**src/shared/cmwo_pkg.sv**
```systemverilog
// constants for the card memory window offset register bank
// assumes 8-bit socket register space addressed by a 12-bit byte offset
package cmwo_pkg;

  localparam int unsigned NUM_WIN     = 5;
  localparam int unsigned REG_AW      = 12;
  localparam int unsigned REG_DW      = 8;
  localparam int unsigned OFF_W       = 14;
  localparam int unsigned WIN_IDX_W   = 3;

  // socket-space byte offsets, one entry per window
  localparam logic [11:0] OFF_LOW_ADDR [NUM_WIN] = '{
    12'h814, 12'h81C, 12'h824, 12'h82C, 12'h834
  };
  localparam logic [11:0] OFF_HIGH_ADDR [NUM_WIN] = '{
    12'h815, 12'h81D, 12'h825, 12'h82D, 12'h835
  };

  // high-byte field layout
  localparam int unsigned WP_BIT      = 7;
  localparam int unsigned ATTR_BIT    = 6;
  localparam int unsigned OFF_HI_MSB  = 5;
  localparam int unsigned OFF_HI_W    = 6;

  localparam logic [7:0]  REG_RESET   = 8'h00;
  localparam logic [7:0]  UNMAPPED_RD = 8'h00;

  typedef logic [REG_DW-1:0] cmwo_byte_type;
  typedef logic [OFF_W-1:0]  cmwo_addr_type;

endpackage

```
**src/core/cmwo_xlate.sv**
```systemverilog
// offset adder for one memory window
// assumes host page and offset are both A25..A12 page numbers
`timescale 1ns/1ps
`default_nettype none
module cmwo_xlate #(
  parameter int unsigned WIDTH = 14
) (
  input  wire logic [WIDTH-1:0] host_page_in,
  input  wire logic [WIDTH-1:0] offset_in,
  output logic      [WIDTH-1:0] card_page_out
);

  // wraps modulo the card address space, carry out is dropped on purpose
  always_comb begin
    card_page_out = WIDTH'(host_page_in + offset_in);
  end

endmodule
`default_nettype wire

```
**src/core/cmwo_regs.sv**
```systemverilog
// offset-address register bank for five card memory windows
// assumes a byte-wide socket register port and an outside window-hit decode
//
// How it works
// - the low-byte register supplies offset bits A19 to A12
// - high-byte bits 5..0 supply offset bits A25 to A20
// - high-byte bit 7 set blocks writes through the window
// - high-byte bit 6 selects attribute memory, clear selects common memory
// - five windows, each with low and high read/write registers, reset zero
`timescale 1ns/1ps
`default_nettype none
module cmwo_regs
  import cmwo_pkg::*;
#(
  parameter int unsigned N_WIN = NUM_WIN
) (
  input  wire logic                  core_clk_in,
  input  wire logic                  rst_n_in,
  // socket register port
  input  wire logic [REG_AW-1:0]     reg_addr_in,
  input  wire logic                  reg_wr_in,
  input  wire logic                  reg_rd_in,
  input  wire logic [REG_DW-1:0]     reg_wdata_in,
  output logic      [REG_DW-1:0]     reg_rdata_out,
  output logic                       reg_rvalid_out,
  // host memory access that hit a window
  input  wire logic                  acc_valid_in,
  input  wire logic [WIN_IDX_W-1:0]  acc_win_in,
  input  wire logic                  acc_write_in,
  input  wire logic [OFF_W-1:0]      acc_host_page_in,
  // translated access toward the card
  output logic                       card_valid_out,
  output logic [OFF_W-1:0]           card_page_out,
  output logic                       card_attr_out,
  output logic                       card_write_out,
  output logic                       wr_blocked_out,
  // per-window configuration view
  output logic [N_WIN-1:0]           window_write_protect_out,
  output logic [N_WIN-1:0]           win_attr_out
);

  cmwo_byte_type low_q  [N_WIN];
  cmwo_byte_type low_d  [N_WIN];
  cmwo_byte_type high_q [N_WIN];
  cmwo_byte_type high_d [N_WIN];
  cmwo_addr_type xlat   [N_WIN];

  logic [N_WIN-1:0] hit_low;
  logic [N_WIN-1:0] hit_high;

  cmwo_byte_type rdata_q;
  cmwo_byte_type rdata_d;
  logic          rvalid_q;
  logic          rvalid_d;

  logic          cvalid_q;
  logic          cvalid_d;
  cmwo_addr_type cpage_q;
  cmwo_addr_type cpage_d;
  logic          cattr_q;
  logic          cattr_d;
  logic          cwrite_q;
  logic          cwrite_d;
  logic          blk_q;
  logic          blk_d;

  cmwo_byte_type sel_low;
  cmwo_byte_type sel_high;
  cmwo_addr_type sel_xlat;
  logic          win_ok;
  logic          regs_nonzero;

  genvar g;
  generate
    for (g = 0; g < N_WIN; g++) begin : g_win
      assign hit_low[g]  = (reg_addr_in == OFF_LOW_ADDR[g]);
      assign hit_high[g] = (reg_addr_in == OFF_HIGH_ADDR[g]);
      assign window_write_protect_out[g] = high_q[g][WP_BIT];
      assign win_attr_out[g]             = high_q[g][ATTR_BIT];

      cmwo_xlate #(
        .WIDTH (OFF_W)
      ) u_xlate (
        .host_page_in  (acc_host_page_in),
        .offset_in     ({high_q[g][OFF_HI_MSB:0], low_q[g]}),
        .card_page_out (xlat[g])
      );
    end
  endgenerate

  // register file: write and read decode
  always_comb begin
    rdata_d  = rdata_q;
    rvalid_d = reg_rd_in;
    for (int i = 0; i < N_WIN; i++) begin
      low_d[i]  = low_q[i];
      high_d[i] = high_q[i];
      if (reg_wr_in && hit_low[i]) begin
        low_d[i] = reg_wdata_in;
      end
      if (reg_wr_in && hit_high[i]) begin
        high_d[i] = reg_wdata_in;
      end
    end
    if (reg_rd_in) begin
      rdata_d = UNMAPPED_RD;
      for (int i = 0; i < N_WIN; i++) begin
        if (hit_low[i]) begin
          rdata_d = low_q[i];
        end
        if (hit_high[i]) begin
          rdata_d = high_q[i];
        end
      end
    end
  end

  always_ff @(posedge core_clk_in or negedge rst_n_in) begin
    if (!rst_n_in) begin
      for (int i = 0; i < N_WIN; i++) begin
        low_q[i]  <= REG_RESET;
        high_q[i] <= REG_RESET;
      end
      rdata_q  <= REG_RESET;
      rvalid_q <= 1'b0;
    end else begin
      for (int i = 0; i < N_WIN; i++) begin
        low_q[i]  <= low_d[i];
        high_q[i] <= high_d[i];
      end
      rdata_q  <= rdata_d;
      rvalid_q <= rvalid_d;
    end
  end

  assign reg_rdata_out  = rdata_q;
  assign reg_rvalid_out = rvalid_q;

  // window select; an index past the last window selects nothing
  always_comb begin
    win_ok   = 1'b0;
    sel_low  = REG_RESET;
    sel_high = REG_RESET;
    sel_xlat = '0;
    for (int i = 0; i < N_WIN; i++) begin
      if (acc_win_in == WIN_IDX_W'(i)) begin
        win_ok   = 1'b1;
        sel_low  = low_q[i];
        sel_high = high_q[i];
        sel_xlat = xlat[i];
      end
    end
  end

  // access path, one cycle of latency; a write landing together with a
  // register update sees the old settings
  always_comb begin
    cvalid_d = 1'b0;
    blk_d    = 1'b0;
    cpage_d  = cpage_q;
    cattr_d  = cattr_q;
    cwrite_d = cwrite_q;
    if (acc_valid_in && win_ok) begin
      if (acc_write_in && sel_high[WP_BIT]) begin
        blk_d = 1'b1;
      end else begin
        cvalid_d = 1'b1;
        cpage_d  = sel_xlat;
        cattr_d  = sel_high[ATTR_BIT];
        cwrite_d = acc_write_in;
      end
    end
  end

  always_ff @(posedge core_clk_in or negedge rst_n_in) begin
    if (!rst_n_in) begin
      cvalid_q <= 1'b0;
      blk_q    <= 1'b0;
      cpage_q  <= '0;
      cattr_q  <= 1'b0;
      cwrite_q <= 1'b0;
    end else begin
      cvalid_q <= cvalid_d;
      blk_q    <= blk_d;
      cpage_q  <= cpage_d;
      cattr_q  <= cattr_d;
      cwrite_q <= cwrite_d;
    end
  end

  assign card_valid_out = cvalid_q;
  assign card_page_out  = cpage_q;
  assign card_attr_out  = cattr_q;
  assign card_write_out = cwrite_q;
  assign wr_blocked_out = blk_q;

  // checks
  // any of the ten registers off its reset value
  always_comb begin
    regs_nonzero = 1'b0;
    for (int i = 0; i < N_WIN; i++) begin
      regs_nonzero = regs_nonzero | (low_q[i] != REG_RESET) | (high_q[i] != REG_RESET);
    end
  end
endmodule
`default_nettype wire

```
**config.mk**
```make
export PLATFORM = sky130hd
export DESIGN_NAME = cmwo_regs
export DESIGN_NICKNAME = d
export VERILOG_FILES = /design/src/shared/cmwo_pkg.sv /design/src/core/cmwo_xlate.sv /design/src/core/cmwo_regs.sv
export SDC_FILE = /design/constraint.sdc
export NUM_CORES = 1
export LEC_CHECK = 0
export BUFFER_PORTS_ARGS = -buffer_cell sky130_fd_sc_hd__buf_4
export CAP_MARGIN = 25
export CORE_ASPECT_RATIO = 1.2
export CORE_MARGIN = 3
export CORE_UTILIZATION = 65
export DETAILED_ROUTE_END_ITERATION = 10
export PLACE_DENSITY = 0.93
export SLEW_MARGIN = 15
export SYNTH_ARGS = -nofsm -noshare
export SYNTH_HDL_FRONTEND = slang
export SYNTH_SLANG_ARGS = --single-unit
```
**constraint.sdc**
```tcl
create_clock -name core_clk_in -period 6.99 [get_ports core_clk_in]
set_clock_uncertainty 0.2 [all_clocks]
set_input_delay 0.3495 -clock core_clk_in [delete_from_list [all_inputs] [get_ports core_clk_in]]
set_output_delay 0.3495 -clock core_clk_in [all_outputs]
set_load 0.02 [all_outputs]
```
==> results of run 1 <==
-- worst max path at each step --
stage,endpoint,slack (ns),depth (start not counted),start
2_1_floorplan,card_page_out[12],4.18,10,low_q[16]
3_3_place_gp,low_q[10],3.74,6,reg_addr_in[10]
3_5_place_dp,low_q[10],3.69,6,reg_addr_in[10]
4_1_cts,card_page_out[12],3.80,10,low_q[16]
5_1_grt,card_page_out[12],3.62,10,low_q[16]
6_report,card_page_out[12],3.73,10,low_q[16]
-- registers in the layout (all words and copies together), names as in the netlist --
name / flops
card_valid_out: 1
wr_blocked_out: 1
reg_rdata_out: 8
window_write_protect_out: 5
card_write_out: 1
reg_rvalid_out: 1
card_page_out: 14
low_q: 40
high_q: 30
win_attr_out: 5
card_attr_out: 1
-- kinds of logic (layout without fill, tap and decap cells) --
kind of cell	Yosys count	after routing
AOI/OAI and AO/OA	238	238
xor gates and xnor gates	54	54
adders and majority gates	70	70
buffers and inverters	53	115
DFF	107	107
muxes	86	86
and+or+nand+nor	209	209
-- stage by stage --
| step | power, mW | cells | util, % |
|---|---|---|---|
| global placement | 0.900 | 1019 | 73.3 |
| global route | 1.50 | 1036 | 76.1 |
| CTS | 1.45 | 1036 | 76.1 |
| detailed placement | 0.906 | 1019 | 73.3 |
| floorplan | 0.802 | 817 | - |
| finish | 1.46 | 1036 | 76.1 |
-- critical path, stage by stage (launching register included) --
cell and delay, ns:
dfrtp_1 0.42, ha_1 0.25, fa_1 0.45, a211oi_1 0.26
o21bai_1 0.14, a31o_2 0.28, a211oi_1 0.40, o21ai_0 0.18
xor2_1 0.19, a221oi_1 0.26, a21oi_1 0.10
-- metal layers --
metal  GRT usage (%)  share of wire (%)  vias up
met5               0              0.061        -
met1            46.8                 37     3355
met2            58.1                 46      513
li1                -                  -     3211
met4            19.4                6.6        2
met3            7.07                 11      127
-- area by class of cell --
type | instances | area [µm²] | area share (%)
clock buffer | 9 | 225 | 2.51
sequential | 107 | 2680 | 29.9
clock inverter | 7 | 95.1 | 1.06
multi-input combinational | 657 | 5090 | 56.7
inverter | 17 | 63.8 | 0.712
tap | 157 | 196 | 2.19
timing repair buffer | 82 | 618 | 6.90
-- power by group through the flow --
stage / clock network, mW / logic [mW] / registers [mW]
detailed placement: 0 / 0.242 / 0.664
finish: 0.556 / 0.248 / 0.652
global route: 0.578 / 0.267 / 0.653
floorplan: 0 / 0.117 / 0.685
global placement: 0 / 0.237 / 0.663
CTS: 0.553 / 0.244 / 0.651
-- placed cells by master (no fill, tap or decap), types with 7 or more instances in the layout --
master,instances
and2_1,8
o21bai_1,9
clkbuf_16,9
a221oi_1,8
buf_4,81
a211oi_1,17
nand3_1,14
mux2_2,80
dfrtp_1,107
nand4_1,8
o21a_1,12
o21ai_0,40
a21oi_1,57
a22oi_1,13
inv_1,16
a21o_1,14
ha_1,65
and3_1,11
xor2_1,13
nor2_1,71
o211ai_1,8
nor3_1,12
a31oi_1,7
xnor2_1,41
nand2_1,48
==> impl_metrics.tcl, run 1 <==
set metrics [dict create \
    drv_slew 0 \
    antenna_found_initial 1 \
    power.share.combinational_pct 17.0 \
    whs_ns 0.0273 \
    p_sw_mw 0.431 \
    clock-root-buffer "clkbuf_16" \
    drt_iter0_drc 799 \
    clockPowerShare_pct 38.2 \
    min_path_type "in2reg" \
    synthDistinctLibCells 75 \
    critPathLaunchType "flip-flop" \
    cts_buffers 9 \
    hpwlAfterDp_um 18800 \
    synthTopCellsByArea "dfrtp_1, mux2_2, ha_1, xnor2_1, a21oi_1" \
    crit_type "reg2reg" \
    die_h_um 127 \
    initial_utilization_pct 67.8 \
    required_ns 7.02 \
    grt_first_pass_wirelength_um 38000 \
    power_density_mw_per_mm2 162 \
    switching_share_pct 29.6 \
    hold_end "reg_rvalid_out" \
    crit_path_max_fanout 3 \
    finalInstanceArea_mm2 0.00896 \
    worstMarginPinSlew_ns 1.02 \
    power_leakage_nw 4.29 \
    cts_hold_buf 1 \
    post-route-period-util_pct 46.6 \
    arrival_ns 3.28 \
    max_freq_ghz 0.307 \
    area_growth_pct 12.3 \
    crit_path_end_kind "flip-flop" \
    r2r-end "card_page_out[12]" \
    yosysWarningCount 0 \
    clk_pin_slew_worst_paths_ns 0.08 \
    synth_edf_count 0 \
    netlist_instances 817 \
    die_w_um 107 \
    synth_adder_area_share_pct 11.4 \
    hold_depth 1 \
    drive_gt1_share_pct 22.3 \
    worst-r2r-cell-count 10 \
    sequentialPowerShare_pct 44.8 \
    synth-simple-area-share_pct 13.6 \
    synth_top_family_by_area "compound AO/OA/AOI/OAI gates" \
    ys_seq_area_share_pct 33.5 \
    cts_setup_buffers 0 \
    avgSynthCellArea_um2 9.77 \
    h-tree-depth 3 \
    fillerInstances 807 \
    synth_nets 930 \
    synth_compound_area_share_pct 20.2 \
    cts_buffer_depth 2 \
    grt_start_max_net_pins 62 \
    synth-seq-cells 107 \
    status "complete, no violations" \
    hold_viol 0 \
    design.core.area_mm2 0.0118 \
    layout.nets 987 \
    port_buffers 79 \
    num_rows 43 \
    synth_top_cell_by_area "dfrtp_1" \
    rrSetupSlack_ns 3.73 \
    irDropWorstVdd_mv 0.129 \
    synth_top_area_share_pct 33.5 \
    hp-start "reg_rd_in" \
    internal-power_mw 1.02 \
    grt_usage_pct 36.4 \
    antenna_cells 0 \
    async_flop_share_pct 100 \
    drc 0 \
    grt_pass1_vias 6877 \
    synth_ff_type "dfrtp_1" \
    worst_slack_ns 3.73 \
    rsz0062_at_grt "no" \
    setup_viol 0 \
    setup_tns_ns 0 \
    gp_congestion 1.01 \
    clock_sinks 107 \
    cts_resized 0 \
    post-place-ws_ns 3.69 \
    num_vias 7208 \
    num_io_pins 80 \
    synthXorXnorAreaFrac_pct 5.92 \
    dieArea_mm2 0.0137 \
    dpl-instance-area_mm2 0.00863 \
    wire_per_inst_um 23.7 \
    postRouteAntennaNets 0 \
    synth_mux_area_share_pct 12.5 \
    firstDrtPassIters 5 \
    slew_headroom_pct 31.6 \
    yosysMostFrequentCell "dfrtp_1" \
    period_minus_slack_ns 3.26 \
    drv_cap 0 \
    grt-ovfl-total 0 \
    drt-total-wl_um 24600 \
    syn-cell-area_mm2 0.00798 \
    ys_top_cells_by_count "dfrtp_1, mux2_2, nor2_1, ha_1, a21oi_1" \
    reg2reg_from "low_q[16]" \
    vias_per_cell 6.96 \
    insertion_delay_ns 0.36 \
    cts_tree "done" \
]
Power figures use the tool's default switching activity.
==> inputs of run 2 (changes only) <==
Settings changed: CORE_UTILIZATION 65 to 61, PLACE_DENSITY 0.93 to 0.88.
Clock period 6.99 ns to 3.25 ns, I/O delays scaled along.
==> impl_metrics.tcl, run 2 (same netlist as run 1, synthesis figures left out) <==
set metrics [dict create \
    layout_common_cells "dfrtp_1, buf_4, mux2_2" \
    max_freq_ghz 0.322 \
    power_leakage_nw 4.40 \
    drive_gt1_share_pct 23.2 \
    wire_per_inst_um 23.7 \
    globalRouteMet1Util_pct 43.4 \
    hold_viol 0 \
    post-place-ws_ns 0.186 \
    status "complete, no violations" \
    vias_per_cell 6.90 \
    slowest_stage "fa_1" \
    drt-total-wl_um 25300 \
    grt_usage_pct 34.9 \
    required_ns 3.28 \
    hpwlAfterDp_um 19100 \
    critPathLaunchType "flip-flop" \
    initial_utilization_pct 62.7 \
    insertion_delay_ns 0.35 \
    post-route-period-util_pct 95.5 \
    drv_cap 0 \
    worstMarginPinSlew_ns 0.893 \
    num_io_pins 80 \
    cts_setup_buffers 0 \
    crit_path_end "card_page_out[10]" \
    dieArea_mm2 0.0145 \
    grt_start_max_net_pins 56 \
    cts_buffers 9 \
    grtUsageMet3_pct 6.49 \
    die_h_um 131 \
    cts_tree "done" \
    h-tree-depth 3 \
    die_w_um 110 \
    drt_iter0_drc 785 \
    antenna_found_initial 0 \
    num_rows 45 \
    setup_tns_ns 0 \
    power_density_mw_per_mm2 335 \
    clk_pin_slew_worst_paths_ns 0.08 \
    worst-r2r-cell-count 10 \
    drv_slew 0 \
    postRouteAntennaNets 0 \
    design.core.area_mm2 0.0127 \
    path_cells "ha_1, fa_1, a211o_1, a21oi_1, o21ai_0, a211oi_1, xor2_1, nor2_1, o32ai_1, a31oi_1" \
    largest_register_ffs 40 \
    grtUsageMet2_pct 55.4 \
    cts_buffer_depth 2 \
    crit_path_max_fanout 3 \
    min_path_type "in2reg" \
    port_buffers 79 \
    num_vias 7374 \
    irDropWorstVdd_mv 0.226 \
    grt_first_pass_wirelength_um 39800 \
    reg2reg_from "low_q[24]" \
    post-route-util_pct 72.3 \
    r2r-end "card_page_out[10]" \
    drc 0 \
    arrival_ns 3.13 \
    cpPeakStageDelay_ns 0.44 \
    firstDrtPassIters 5 \
    layout.nets 1013 \
    grt-ovfl-total 0 \
    regMostFlops "low_q" \
    layout_commonest_cell "dfrtp_1" \
    area_growth_pct 15.3 \
    dp_cells 1039 \
    worst_slack_ns 0.145 \
    clock-root-buffer "clkbuf_16" \
    grt-busiest-layer "met2" \
    grt_pass1_vias 7294 \
    rrSetupSlack_ns 0.15 \
    gp_congestion 1.05 \
    setup_viol 0 \
    period_minus_slack_ns 3.10 \
    layout.cells.non_filler 1069 \
    clock_sinks 107 \
    slew_headroom_pct 38.9 \
    crit_type "reg2reg" \
    crit_start "low_q[24]" \
    antenna_cells 0 \
    rsz0062_at_grt "no" \
    crit_path_end_kind "flip-flop" \
]
[run 2: layer usage]
metal	vias to the layer above	share of wire, %
met2	490	45
met3	137	10
met1	3498	37
met5	-	0
li1	3249	-
met4	0	8.0
[run 2: what timing repair did]
| item | CTS | global route |
|---|---|---|
| gates resized for setup | 0 | 1 |
| setup endpoints to repair | 0 | 1 |
| endpoints found under the hold margin | 145 | 0 |
| hold buffers | 14 | 0 |
[run 2: worst max-delay path: cells and delay by family, from the launching register on]
kind | cells | cell delay [ns]
compound gates | 6 | 1.50
simple gates | 1 | 0.05
fa+ha+maj | 2 | 0.66
xor+xnor | 1 | 0.17
flops | 1 | 0.40
[run 2: through the flow]
step,power [mW],cell area (µm²),hold slack [ns]
6_report,3.09,9210,0.0799
5_1_grt,3.19,9210,0.103
4_1_cts,3.07,9200,0.0727
3_5_place_dp,1.95,8750,0.0434
3_3_place_gp,1.94,8750,0.0462
2_1_floorplan,1.72,7980,-0.333
[run 2: worst min path at each step]
stage	from	to	cells past startpoint
6_report	acc_win_in[2]	card_page_out[2]	4
5_1_grt	acc_win_in[2]	card_page_out[6]	3
4_1_cts	acc_win_in[2]	card_page_out[2]	4
3_5_place_dp	rst_n_in	card_page_out[2]	1
3_3_place_gp	rst_n_in	card_page_out[2]	1
2_1_floorplan	rst_n_in	card_attr_out	0
[run 2: report_power, final]
part | internal [mW] | switching, mW | leakage, nW
Combinational | 0.222 | 0.331 | 2.82
Sequential | 1.37 | 0.0285 | 1.44
Clock | 0.550 | 0.584 | 0.149
[run 2: final cells by class]
cell class	instances	area [µm²]
multi-input combinational	657	5090
fill	933	3520
sequential	107	2680
timing repair buffer	108	858
clock buffer	9	225
tap	164	205
clock inverter	7	83.8
inverter	17	63.8
